<file path="config.mk">
export PLATFORM = sky130hd
export DESIGN_NAME = mqf_device_flat
export DESIGN_NICKNAME = d
export VERILOG_FILES = /design/src/mqf_pkg.sv /design/src/mqf_if.sv /design/src/mqf_cfg_loader.sv /design/src/mqf_device.sv /design/src/flat_wrapper.sv
export SDC_FILE = /design/constraint.sdc
export NUM_CORES = 1
export LEC_CHECK = 0
export BUFFER_PORTS_ARGS = -buffer_cell sky130_fd_sc_hd__buf_2
export CORE_UTILIZATION = 45
export DETAILED_ROUTE_END_ITERATION = 12
export PLACE_DENSITY = 0.61
export SLEW_MARGIN = 10
export SYNTH_ARGS = -nofsm -noshare
export SYNTH_HDL_FRONTEND = slang
export SYNTH_SLANG_ARGS = --single-unit
</file>
<file path="constraint.sdc">
create_clock -name mclk -period 8.3 [get_ports mclk]
set_clock_uncertainty 0.05 [all_clocks]
set_input_delay 0.83 -clock mclk [delete_from_list [all_inputs] [get_ports mclk]]
set_output_delay 0.83 -clock mclk [all_outputs]
set_load 0.1 [all_outputs]
</file>
<file path="src/mqf_pkg.sv">
package mqf_pkg;

  // ============================================================
  // Geometry of the queue device.
  localparam int              DATA_W     = 36;
  localparam int              NUM_Q      = 4;
  localparam int              QDEPTH     = 8;
  localparam int              PTR_W      = 3;
  localparam int              CNT_W      = 4;
  localparam int              ADDR_W     = 5;
  localparam int              DEV_W      = 3;

  // ============================================================
  // Serial configuration stream: fixed head plus one block per queue.
  localparam int              CFG_HEAD_BITS = 19;
  localparam int              CFG_Q_BITS    = 72;
  localparam int              CFG_CNT_W     = 9;
  localparam logic [1:0]      DFLT_QSEL     = 2'h3;

  // ============================================================
  // Fall-through timing after a read queue change, in read clocks.
  localparam logic [1:0]      FALL_FIRST_CYC = 2'h2;

  // ============================================================
  // Host register offsets (byte addresses) and reset values.
  localparam logic [7:0]      OFS_WQSEL  = 8'h00;
  localparam logic [7:0]      OFS_RQSEL  = 8'h04;
  localparam logic [7:0]      OFS_WDATA  = 8'h08;
  localparam logic [7:0]      OFS_RDATA  = 8'h0C;
  localparam logic [7:0]      OFS_STATUS = 8'h10;
  localparam logic [7:0]      OFS_SERIAL = 8'h14;
  localparam int              ST_DONE    = 0;
  localparam int              ST_FULL_N  = 1;
  localparam int              ST_VALID_N = 2;
  localparam int              ST_BLOCKED = 3;
  localparam int              SER_DATA   = 0;
  localparam int              SER_CLK    = 1;
  localparam int              SER_EN_N   = 2;
  localparam logic [2:0]      SER_RESET  = 3'h4;

  // ============================================================
  // State encodings (Gray on each step but the default-mode wait-to-done jump and the fill-to-idle return).
  typedef enum logic [1:0] {
    CFG_WAIT  = 2'h0,
    CFG_SHIFT = 2'h1,
    CFG_DONE  = 2'h3
  } mqf_cfg_type;

  typedef enum logic [1:0] {
    RSW_IDLE  = 2'h0,
    RSW_DRAIN = 2'h1,
    RSW_FILL  = 2'h3
  } mqf_rsw_type;

endpackage : mqf_pkg

</file>
<file path="src/mqf_if.sv">
`timescale 1ns/1ns
interface mqf_if;
  import mqf_pkg::*;

  // ============================================================
  // Configuration chain, write port, read port of one device.
  logic                  serial_clk;
  logic                  serial_in;
  logic                  chain_enable_in;
  logic                  serial_out;
  logic                  chain_done_out;
  logic                  wr_qsel;
  logic [ADDR_W-1:0]     wr_qaddr;
  logic                  wr_en_n;
  logic [DATA_W-1:0]     din;
  logic                  queue_full_flag;
  logic                  queue_full_flag_oe;
  logic                  rd_qsel;
  logic [ADDR_W-1:0]     rd_qaddr;
  logic                  rd_en_n;
  logic [DATA_W-1:0]     dout;
  logic                  dout_oe;
  logic                  output_valid_flag;
  logic                  output_valid_flag_oe;

  modport dev (
    input  serial_clk, serial_in, chain_enable_in,
    output serial_out, chain_done_out,
    input  wr_qsel, wr_qaddr, wr_en_n, din,
    output queue_full_flag, queue_full_flag_oe,
    input  rd_qsel, rd_qaddr, rd_en_n,
    output dout, dout_oe, output_valid_flag, output_valid_flag_oe
  );

  modport host (
    output serial_clk, serial_in, chain_enable_in,
    input  chain_done_out,
    output wr_qsel, wr_qaddr, wr_en_n, din,
    input  queue_full_flag,
    output rd_qsel, rd_qaddr, rd_en_n,
    input  dout, output_valid_flag
  );

endinterface : mqf_if

</file>
<file path="src/mqf_cfg_loader.sv">
`timescale 1ns/1ns
module mqf_cfg_loader
  import mqf_pkg::*;
(
  input  wire logic        mclk,
  input  wire logic        resetn,
  input  wire logic        default_program_select,
  input  wire logic        default_density_select,
  input  wire logic        serial_clk,
  input  wire logic        serial_in,
  input  wire logic        chain_enable_in,
  output logic             serial_out,
  output logic             chain_done_out,
  output logic             cfg_done,
  output logic [1:0]       cfg_qmax,
  output logic             cfg_half_depth
);

  mqf_cfg_type           st_r;
  logic                  sclk_d_r;
  logic [CFG_CNT_W-1:0]  bits_r;
  logic [CFG_CNT_W-1:0]  len;
  logic                  shift;

  // Stream length follows the queue count carried in its first two bits.
  assign len   = CFG_CNT_W'(CFG_HEAD_BITS)
               + CFG_CNT_W'(CFG_Q_BITS) * CFG_CNT_W'({1'b0, cfg_qmax} + 3'h1);
  assign shift = (st_r == CFG_SHIFT) && serial_clk && !sclk_d_r
               && !chain_enable_in;
  assign cfg_done = (st_r == CFG_DONE);

  // ============================================================
  // Serial clock sampled as a plain synchronous input.
  always_ff @(posedge mclk or negedge resetn) begin
    if (!resetn) begin
      sclk_d_r <= 1'b0;
    end else begin
      sclk_d_r <= serial_clk;
    end
  end

  // ============================================================
  // Mode strap is caught on the first edge after reset release.
  always_ff @(posedge mclk or negedge resetn) begin
    if (!resetn) begin
      st_r           <= CFG_WAIT;
      bits_r         <= '0;
      cfg_qmax       <= DFLT_QSEL;
      cfg_half_depth <= 1'b0;
    end else begin
      unique case (st_r)
        CFG_WAIT: begin
          if (default_program_select) begin
            st_r           <= CFG_DONE;
            cfg_half_depth <= default_density_select;
          end else begin
            st_r <= CFG_SHIFT;
          end
        end
        CFG_SHIFT: begin
          if (shift) begin
            bits_r <= bits_r + CFG_CNT_W'(1);
            if (bits_r < CFG_CNT_W'(2)) begin
              cfg_qmax <= {cfg_qmax[0], serial_in};
            end
            if (bits_r >= CFG_CNT_W'(2) && bits_r == len - CFG_CNT_W'(1)) begin
              st_r <= CFG_DONE;
            end
          end
        end
        CFG_DONE: st_r <= CFG_DONE;
        default:  st_r <= CFG_WAIT;
      endcase
    end
  end

  // ============================================================
  // Once configured the chain pins pass straight through, one flop late.
  always_ff @(posedge mclk or negedge resetn) begin
    if (!resetn) begin
      chain_done_out <= 1'b1;
      serial_out     <= 1'b0;
    end else if (cfg_done) begin
      // done low propagates to last device
      chain_done_out <= chain_enable_in;
      serial_out     <= serial_in;
    end
  end

endmodule : mqf_cfg_loader

</file>
<file path="src/mqf_device.sv">
// The register offsets and strobed register access were left to the implementer.
`timescale 1ns/1ns
// What this block does
// - Host waits for final chain done low.
// - Configured device passes enable and data through.
// - Strap low at reset selects serial mode.
// - Finished chain ignores further serial loading.
// - Final device drives chain done low.
// - Default mode works with serial clock tied.
// - Chain done feeds next device enable.
// - Stream holds 19 bits plus 72 per queue.
// - No write stored while full flag low.
// - Filling write drives full flag low.
// - Full flag follows new write queue next cycle.
// - Read from full queue raises full flag.
// - First word falls through after one clock.
// - Queue change drains one more old word.
// - New queue word appears two clocks later.
// - Output holds when reads disabled.
// - Valid flag high after read to empty.
// - Fallen-through word marks valid flag low.
// - Write to empty selected queue shows word.
// - Deselected device floats full flag.
// - Read owner drives data and valid flag.
module mqf_device
  import mqf_pkg::*;
(
  input  wire logic               mclk,
  input  wire logic               resetn,
  mqf_if.dev                      link,
  input  wire logic [DEV_W-1:0]   device_id,
  input  wire logic               default_program_select,
  input  wire logic               default_density_select,
  output logic                    cfg_done_o,
  output logic                    wr_owner_o,
  output logic                    rd_owner_o
);

  logic                     cfg_done;
  logic [1:0]               cfg_qmax;
  logic                     cfg_half;
  logic [CNT_W-1:0]         lim;
  logic [DATA_W-1:0]        mem_r [NUM_Q][QDEPTH];
  logic [PTR_W-1:0]         wp_r  [NUM_Q];
  logic [PTR_W-1:0]         rp_r  [NUM_Q];
  logic [CNT_W-1:0]         cnt_r [NUM_Q];
  logic [CNT_W-1:0]         cnt_nxt [NUM_Q];
  logic                     wr_own_r;
  logic [1:0]               wr_q_r;
  logic                     rd_own_r;
  logic [1:0]               rd_q_r;
  logic                     pend_own_r;
  logic [1:0]               pend_q_r;
  mqf_rsw_type              rsw_r;
  logic                     want;
  logic                     wr_fire;
  logic                     rd_pop;

  mqf_cfg_loader u_cfg (
    .mclk                   (mclk),
    .resetn                 (resetn),
    .default_program_select (default_program_select),
    .default_density_select (default_density_select),
    .serial_clk             (link.serial_clk),
    .serial_in              (link.serial_in),
    .chain_enable_in        (link.chain_enable_in),
    .serial_out             (link.serial_out),
    .chain_done_out         (link.chain_done_out),
    .cfg_done               (cfg_done),
    .cfg_qmax               (cfg_qmax),
    .cfg_half_depth         (cfg_half)
  );

  // Half-depth default trades capacity for shorter flag latency tests.
  assign lim = cfg_half ? CNT_W'(QDEPTH / 2) : CNT_W'(QDEPTH);

  // ============================================================
  // Write acceptance. The count check also covers the one cycle in
  // which the flag still shows the previous queue.
  // full blocks storage
  assign wr_fire = cfg_done && wr_own_r && !link.wr_en_n
                && link.queue_full_flag && (wr_q_r <= cfg_qmax)
                && (cnt_r[wr_q_r] < lim);

  // ============================================================
  // Read demand: enabled read, forced fall-through, or empty output.
  // forced drain of old queue
  assign want   = (rsw_r != RSW_IDLE) || !link.rd_en_n
               || link.output_valid_flag;
  assign rd_pop = cfg_done && rd_own_r && want && (rd_q_r <= cfg_qmax)
               && (cnt_r[rd_q_r] != '0);

  // ============================================================
  // Per-queue pointers and occupancy.
  for (genvar q = 0; q < NUM_Q; q++) begin : g_q
    logic push;
    logic pop;
    assign push = wr_fire && (wr_q_r == 2'(q));
    assign pop  = rd_pop && (rd_q_r == 2'(q));
    assign cnt_nxt[q] = cnt_r[q] + CNT_W'(push) - CNT_W'(pop);

    always_ff @(posedge mclk or negedge resetn) begin
      if (!resetn) begin
        wp_r[q]  <= '0;
        rp_r[q]  <= '0;
        cnt_r[q] <= '0;
      end else begin
        cnt_r[q] <= cnt_nxt[q];
        if (push) begin
          wp_r[q] <= wp_r[q] + PTR_W'(1);
        end
        if (pop) begin
          rp_r[q] <= rp_r[q] + PTR_W'(1);
        end
      end
    end

    // Storage has no reset; only written words are ever read.
    always_ff @(posedge mclk) begin
      if (push) begin
        mem_r[q][wp_r[q]] <= link.din;
      end
    end
  end

  // ============================================================
  // Write queue selection and full flag.
  always_ff @(posedge mclk or negedge resetn) begin
    if (!resetn) begin
      wr_own_r <= 1'b0;
      wr_q_r   <= '0;
    end else if (cfg_done && link.wr_qsel) begin
      wr_own_r <= (link.wr_qaddr[ADDR_W-1:2] == device_id);
      wr_q_r   <= link.wr_qaddr[1:0];
    end
  end

  always_ff @(posedge mclk or negedge resetn) begin
    if (!resetn) begin
      link.queue_full_flag    <= 1'b1;
      link.queue_full_flag_oe <= 1'b0;
    end else begin
      link.queue_full_flag    <= (cnt_nxt[wr_q_r] < lim);
      link.queue_full_flag_oe <= wr_own_r;
    end
  end

  // ============================================================
  // Read queue switch: one drain cycle, then the new queue feeds.
  always_ff @(posedge mclk or negedge resetn) begin
    if (!resetn) begin
      rsw_r      <= RSW_IDLE;
      rd_own_r   <= 1'b0;
      rd_q_r     <= '0;
      pend_own_r <= 1'b0;
      pend_q_r   <= '0;
    end else begin
      unique case (rsw_r)
        RSW_IDLE: begin
          if (cfg_done && link.rd_qsel) begin
            pend_own_r <= (link.rd_qaddr[ADDR_W-1:2] == device_id);
            pend_q_r   <= link.rd_qaddr[1:0];
            rsw_r      <= RSW_DRAIN;
          end
        end
        RSW_DRAIN: begin
          rd_own_r <= pend_own_r;
          rd_q_r   <= pend_q_r;
          rsw_r    <= RSW_FILL;
        end
        RSW_FILL: begin
          if (cfg_done && link.rd_qsel) begin
            pend_own_r <= (link.rd_qaddr[ADDR_W-1:2] == device_id);
            pend_q_r   <= link.rd_qaddr[1:0];
            rsw_r      <= RSW_DRAIN;
          end else begin
            rsw_r <= RSW_IDLE;
          end
        end
        default: rsw_r <= RSW_IDLE;
      endcase
    end
  end

  // ============================================================
  // Output register and valid flag (low means valid).
  always_ff @(posedge mclk or negedge resetn) begin
    if (!resetn) begin
      link.dout              <= '0;
      link.output_valid_flag <= 1'b1;
    end else if (rd_pop) begin
      link.dout              <= mem_r[rd_q_r][rp_r[rd_q_r]];
      link.output_valid_flag <= 1'b0;
    end else if (rd_own_r && want && rsw_r != RSW_DRAIN) begin
      link.output_valid_flag <= 1'b1;
    end
  end

  always_ff @(posedge mclk or negedge resetn) begin
    if (!resetn) begin
      link.dout_oe              <= 1'b0;
      link.output_valid_flag_oe <= 1'b0;
    end else begin
      link.dout_oe              <= rd_own_r;
      link.output_valid_flag_oe <= rd_own_r;
    end
  end

  // Status mirrors for the local user side.
  always_ff @(posedge mclk or negedge resetn) begin
    if (!resetn) begin
      cfg_done_o <= 1'b0;
      wr_owner_o <= 1'b0;
      rd_owner_o <= 1'b0;
    end else begin
      cfg_done_o <= cfg_done;
      wr_owner_o <= wr_own_r;
      rd_owner_o <= rd_own_r;
    end
  end

endmodule : mqf_device

</file>
<file path="src/flat_wrapper.sv">
// flat-port wrapper written by rule: the top's interface ports become plain ports
module mqf_device_flat import mqf_pkg::*;
  (mclk, resetn, device_id, default_program_select, default_density_select, cfg_done_o, wr_owner_o, rd_owner_o, link_serial_clk, link_serial_in, link_chain_enable_in, link_serial_out, link_chain_done_out, link_wr_qsel, link_wr_qaddr, link_wr_en_n, link_din, link_queue_full_flag, link_queue_full_flag_oe, link_rd_qsel, link_rd_qaddr, link_rd_en_n, link_dout, link_dout_oe, link_output_valid_flag, link_output_valid_flag_oe);
  mqf_if link_i ();
  input  wire logic mclk;
  input  wire logic resetn;
  input  wire logic [DEV_W-1:0] device_id;
  input  wire logic default_program_select;
  input  wire logic default_density_select;
  output logic cfg_done_o;
  output logic wr_owner_o;
  output logic rd_owner_o;
  input wire logic [$bits(link_i.serial_clk)-1:0] link_serial_clk;
  input wire logic [$bits(link_i.serial_in)-1:0] link_serial_in;
  input wire logic [$bits(link_i.chain_enable_in)-1:0] link_chain_enable_in;
  output wire logic [$bits(link_i.serial_out)-1:0] link_serial_out;
  output wire logic [$bits(link_i.chain_done_out)-1:0] link_chain_done_out;
  input wire logic [$bits(link_i.wr_qsel)-1:0] link_wr_qsel;
  input wire logic [$bits(link_i.wr_qaddr)-1:0] link_wr_qaddr;
  input wire logic [$bits(link_i.wr_en_n)-1:0] link_wr_en_n;
  input wire logic [$bits(link_i.din)-1:0] link_din;
  output wire logic [$bits(link_i.queue_full_flag)-1:0] link_queue_full_flag;
  output wire logic [$bits(link_i.queue_full_flag_oe)-1:0] link_queue_full_flag_oe;
  input wire logic [$bits(link_i.rd_qsel)-1:0] link_rd_qsel;
  input wire logic [$bits(link_i.rd_qaddr)-1:0] link_rd_qaddr;
  input wire logic [$bits(link_i.rd_en_n)-1:0] link_rd_en_n;
  output wire logic [$bits(link_i.dout)-1:0] link_dout;
  output wire logic [$bits(link_i.dout_oe)-1:0] link_dout_oe;
  output wire logic [$bits(link_i.output_valid_flag)-1:0] link_output_valid_flag;
  output wire logic [$bits(link_i.output_valid_flag_oe)-1:0] link_output_valid_flag_oe;
  assign link_i.serial_clk = link_serial_clk;
  assign link_i.serial_in = link_serial_in;
  assign link_i.chain_enable_in = link_chain_enable_in;
  assign link_serial_out = link_i.serial_out;
  assign link_chain_done_out = link_i.chain_done_out;
  assign link_i.wr_qsel = link_wr_qsel;
  assign link_i.wr_qaddr = link_wr_qaddr;
  assign link_i.wr_en_n = link_wr_en_n;
  assign link_i.din = link_din;
  assign link_queue_full_flag = link_i.queue_full_flag;
  assign link_queue_full_flag_oe = link_i.queue_full_flag_oe;
  assign link_i.rd_qsel = link_rd_qsel;
  assign link_i.rd_qaddr = link_rd_qaddr;
  assign link_i.rd_en_n = link_rd_en_n;
  assign link_dout = link_i.dout;
  assign link_dout_oe = link_i.dout_oe;
  assign link_output_valid_flag = link_i.output_valid_flag;
  assign link_output_valid_flag_oe = link_i.output_valid_flag_oe;
  mqf_device u_core (.mclk(mclk), .resetn(resetn), .link(link_i), .device_id(device_id), .default_program_select(default_program_select), .default_density_select(default_density_select), .cfg_done_o(cfg_done_o), .wr_owner_o(wr_owner_o), .rd_owner_o(rd_owner_o));
endmodule
</file>
==> flow_metrics.env <==
export IMPL_status="complete, no violations"
export IMPL_dp_hpwl_mm=57.5
export IMPL_cp_end_kind="register"
export IMPL_drtPass1Iterations=6
export IMPL_syn_nets=2405
export IMPL_drc=0
export IMPL_cp_common_cell="ha_1"
export IMPL_slowest_stage="dfrtp_4"
export IMPL_cts_sinks=1261
export IMPL_synth_adder_area_share=0.0109
export IMPL_critPathKind="register to register"
export IMPL_drt_first_iter_violations=2437
export IMPL_synth_area_um2=49600
export IMPL_worstPathCellList="inv_2 -> ha_1 -> nand2_1 -> o21ai_1 -> o211ai_4 -> buf_4 -> nor2_1 -> ha_1 -> inv_1 -> ha_1 -> a21o_1 -> a21oi_1 -> xnor2_1 -> mux4_2 -> ha_1 -> o21a_1 -> nor2_1"
export IMPL_fmax_ghz=0.213
export IMPL_tns_ns=0
export IMPL_tightest_slew_ns=1.09
export IMPL_synth_edf_count=1152
export IMPL_holdWs_ns=0.144
export IMPL_die_w_um=334
export IMPL_ys_async_sr_fraction=0.0864
export IMPL_critPathTopFamily="adder cells"
export IMPL_synth_seq_cells=1261
export IMPL_drv_cap=0
export IMPL_yosys_area_top_type="edfxtp_1"
export IMPL_wire_per_inst_um=28.1
export IMPL_fp_coreArea_um2=109000
export IMPL_synth_top_cells_by_area="edfxtp_1, mux4_2, dfrtp_1"
export IMPL_drt_wl_total_mm=114
export IMPL_htree_levels=4
export IMPL_hp_class="input port to async pin"
export IMPL_p_per_area_nw_per_um2=306
export IMPL_die_area_um2=112000
export IMPL_drive_above_1_share=0.267
export IMPL_grt_pass1_wl_mm=167
export IMPL_grt_overflow_total=0
export IMPL_ctsHoldBuffers=0
export IMPL_final_cell_mix="edfxtp_1, mux4_2, mux2i_1"
export IMPL_io_buffers=105
export IMPL_synthMuxAreaShare=0.189
export IMPL_synth_top_family_by_area="multiplexers"
export IMPL_ant_nets=0
export IMPL_clock_root_buffer="clkbuf_16"
export IMPL_antenna_found_initial=7
export IMPL_yosys_area_share_simple=0.0162
export IMPL_grt_util_all_layers=0.209
export IMPL_avgSynthCellArea_um2=21.5
export IMPL_ys_seq_area_frac=0.752
export IMPL_cp_start_kind="register"
export IMPL_clk_insertion_delay_late_ns=0.73
export IMPL_ir_drop_mv=0.195
export IMPL_ctsResizeCount=0
export IMPL_via_count=23244
export IMPL_num_fill_cells=8483
export IMPL_fin_crit_sh=0.565
export IMPL_ios=106
export IMPL_grt_pass1_vias=24606
export IMPL_grt_max_degree=154
export IMPL_ys_warn_count=0
export IMPL_cts_buffers=131
export IMPL_synthDistinctLibCells=48
export IMPL_rsz0062_at_grt="false"
export IMPL_max_slew_margin=0.274
export IMPL_num_rows=121
export IMPL_cts_tree="built"
export IMPL_max_stage_delay_ns=1.04
export IMPL_vias_per_cell=5.72
export IMPL_post_cts_buffers=0
export IMPL_area_growth_pct=13.5
export IMPL_cp_startpoint="u_core.rd_q_r[0]$_DFFE_PN0P_"
export IMPL_setup_viol=0
export IMPL_hold_violations=0
export IMPL_worstPathArrival_ns=5.28
export IMPL_clkTransAtPathRegs_ns=0.06
export IMPL_finalCriticalPeriod_ns=4.69
export IMPL_drv_slew=0
export IMPL_synth_top_flop_cell="edfxtp_1"
export IMPL_cts_buffer_depth=3
export IMPL_syn_inst=2304
export IMPL_final_common_cell="edfxtp_1"
export IMPL_r2r_start="u_core.rd_q_r[0]$_DFFE_PN0P_"
export IMPL_cp_required_ns=8.90
export IMPL_initial_core_util=0.455
export IMPL_critPathBufInv=3
export IMPL_p_leak_uw=0.0188
export IMPL_synth_compound_area_share=0.00797
export IMPL_yosysTopAreaCellShare=0.697
export IMPL_fp_dieH_um=334
export IMPL_synth_xor_area_frac=0.00776
export IMPL_crit_fanout=47
export IMPL_fin_nets=2580
export IMPL_place_gp_congestion=0.764
## area by class of cell
cell class	count	area [µm²]	share of cell area
Inverter	40	150	0.00267
Clock inverter	49	551	0.00978
Multi-Input combinational cell	891	11800	0.209
Clock buffer	193	3750	0.0667
Timing Repair Buffer	154	925	0.0164
Tap cell	1476	1850	0.0328
Sequential cell	1261	37300	0.663
Antenna cell	1	2.50	0.0000444
## routing by layer
metal  routed length [µm]  vias to the layer above  track usage
met3                 6300                      161       0.0315
met5                   13                        -            0
li1                     -                     9817            -
met4                 2750                        2       0.0670
met2                56000                      692        0.338
met1                49200                    12572        0.293
## where the power goes
part / internal, µW / switching (µW) / leakage (µW)
Sequential: 7110 / 264 / 0.0117
Clock: 3430 / 2390 / 0.00211
Combinational: 1730 / 2330 / 0.00496
## Yosys cell counts, drive strengths merged, types with 2 or more instances
cell type and count:
nor2b 3, nor2 32, dfstp 5, nand2b 6
nor4 7, and3 4, and4 2, inv 40
a21oi 5, dfrtp 104, o21ai 47, mux2i 256
xor2 19, o21a 2, xnor2 25, edfxtp 1152
nand4 3, buf 84, or3 6, mux2 16
fa 4, nand2 74, nand3 11, clkbuf 28
mux4 294, nor3 14, a21o 4, ha 37
and2 4, nand3b 3, o41ai 2, a221oi 2
## cell families after synthesis
logic type                 count (synthesis)
buffers and inverters                    152
muxes                                    566
adders and majority gates                 41
AOI/OAI and AO/OA                         68
and+or+nand+nor                          172
xor gates and xnor gates                  44
DFF                                     1261
## worst register-to-register path: stages, from the launching register on
cell	delay, ns
dfrtp_4	1.04
inv_2	0.21
ha_1	0.36
nand2_1	0.07
o21ai_1	0.09
o211ai_4	0.08
buf_4	0.54
nor2_1	0.23
ha_1	0.33
inv_1	0.04
ha_1	0.20
a21o_1	0.19
a21oi_1	0.16
xnor2_1	0.11
mux4_2	0.47
ha_1	0.28
o21a_1	0.10
nor2_1	0.08
## registers in the layout (all words and copies together) (netlist names), 9 cells and up
name                 flops
u_core.cnt_r            16
u_core.link.dout        36
u_core.mem_r          1152
u_core.rp_r             12
u_core.u_cfg.bits_r      9
u_core.wp_r             12
## through the flow
stage	area (µm²)	total power, µW	instances	util	setup WS (ns)
2_1_floorplan	49600	10700	2304	-	2.12
3_3_place_gp	52000	11600	3822	0.476	3.52
3_5_place_dp	52000	11600	3822	0.476	3.51
4_1_cts	56300	17500	4064	0.516	3.49
5_1_grt	56300	17900	4064	0.516	3.17
6_report	56300	17300	4065	0.516	3.61
## final timing paths
check                      cells past startpoint  slack [ns]                                    end
min in group mclk                              1        0.19        u_core.u_cfg.sclk_d_r$_DFF_PN0_
min reg2reg                                    0        0.36          u_core.link.dout_oe$_DFF_PN0_
max in group asynchronous                      2        6.83       u_core.link.dout[24]$_DFFE_PN0P_
min                                            1        0.14            u_core.rd_own_r$_DFFE_PN0P_
max reg2reg                                   17        3.61  u_core.link.queue_full_flag$_DFF_PN1_
max                                           17        3.61  u_core.link.queue_full_flag$_DFF_PN1_
Note: power is estimated with default switching activity, not from simulation.
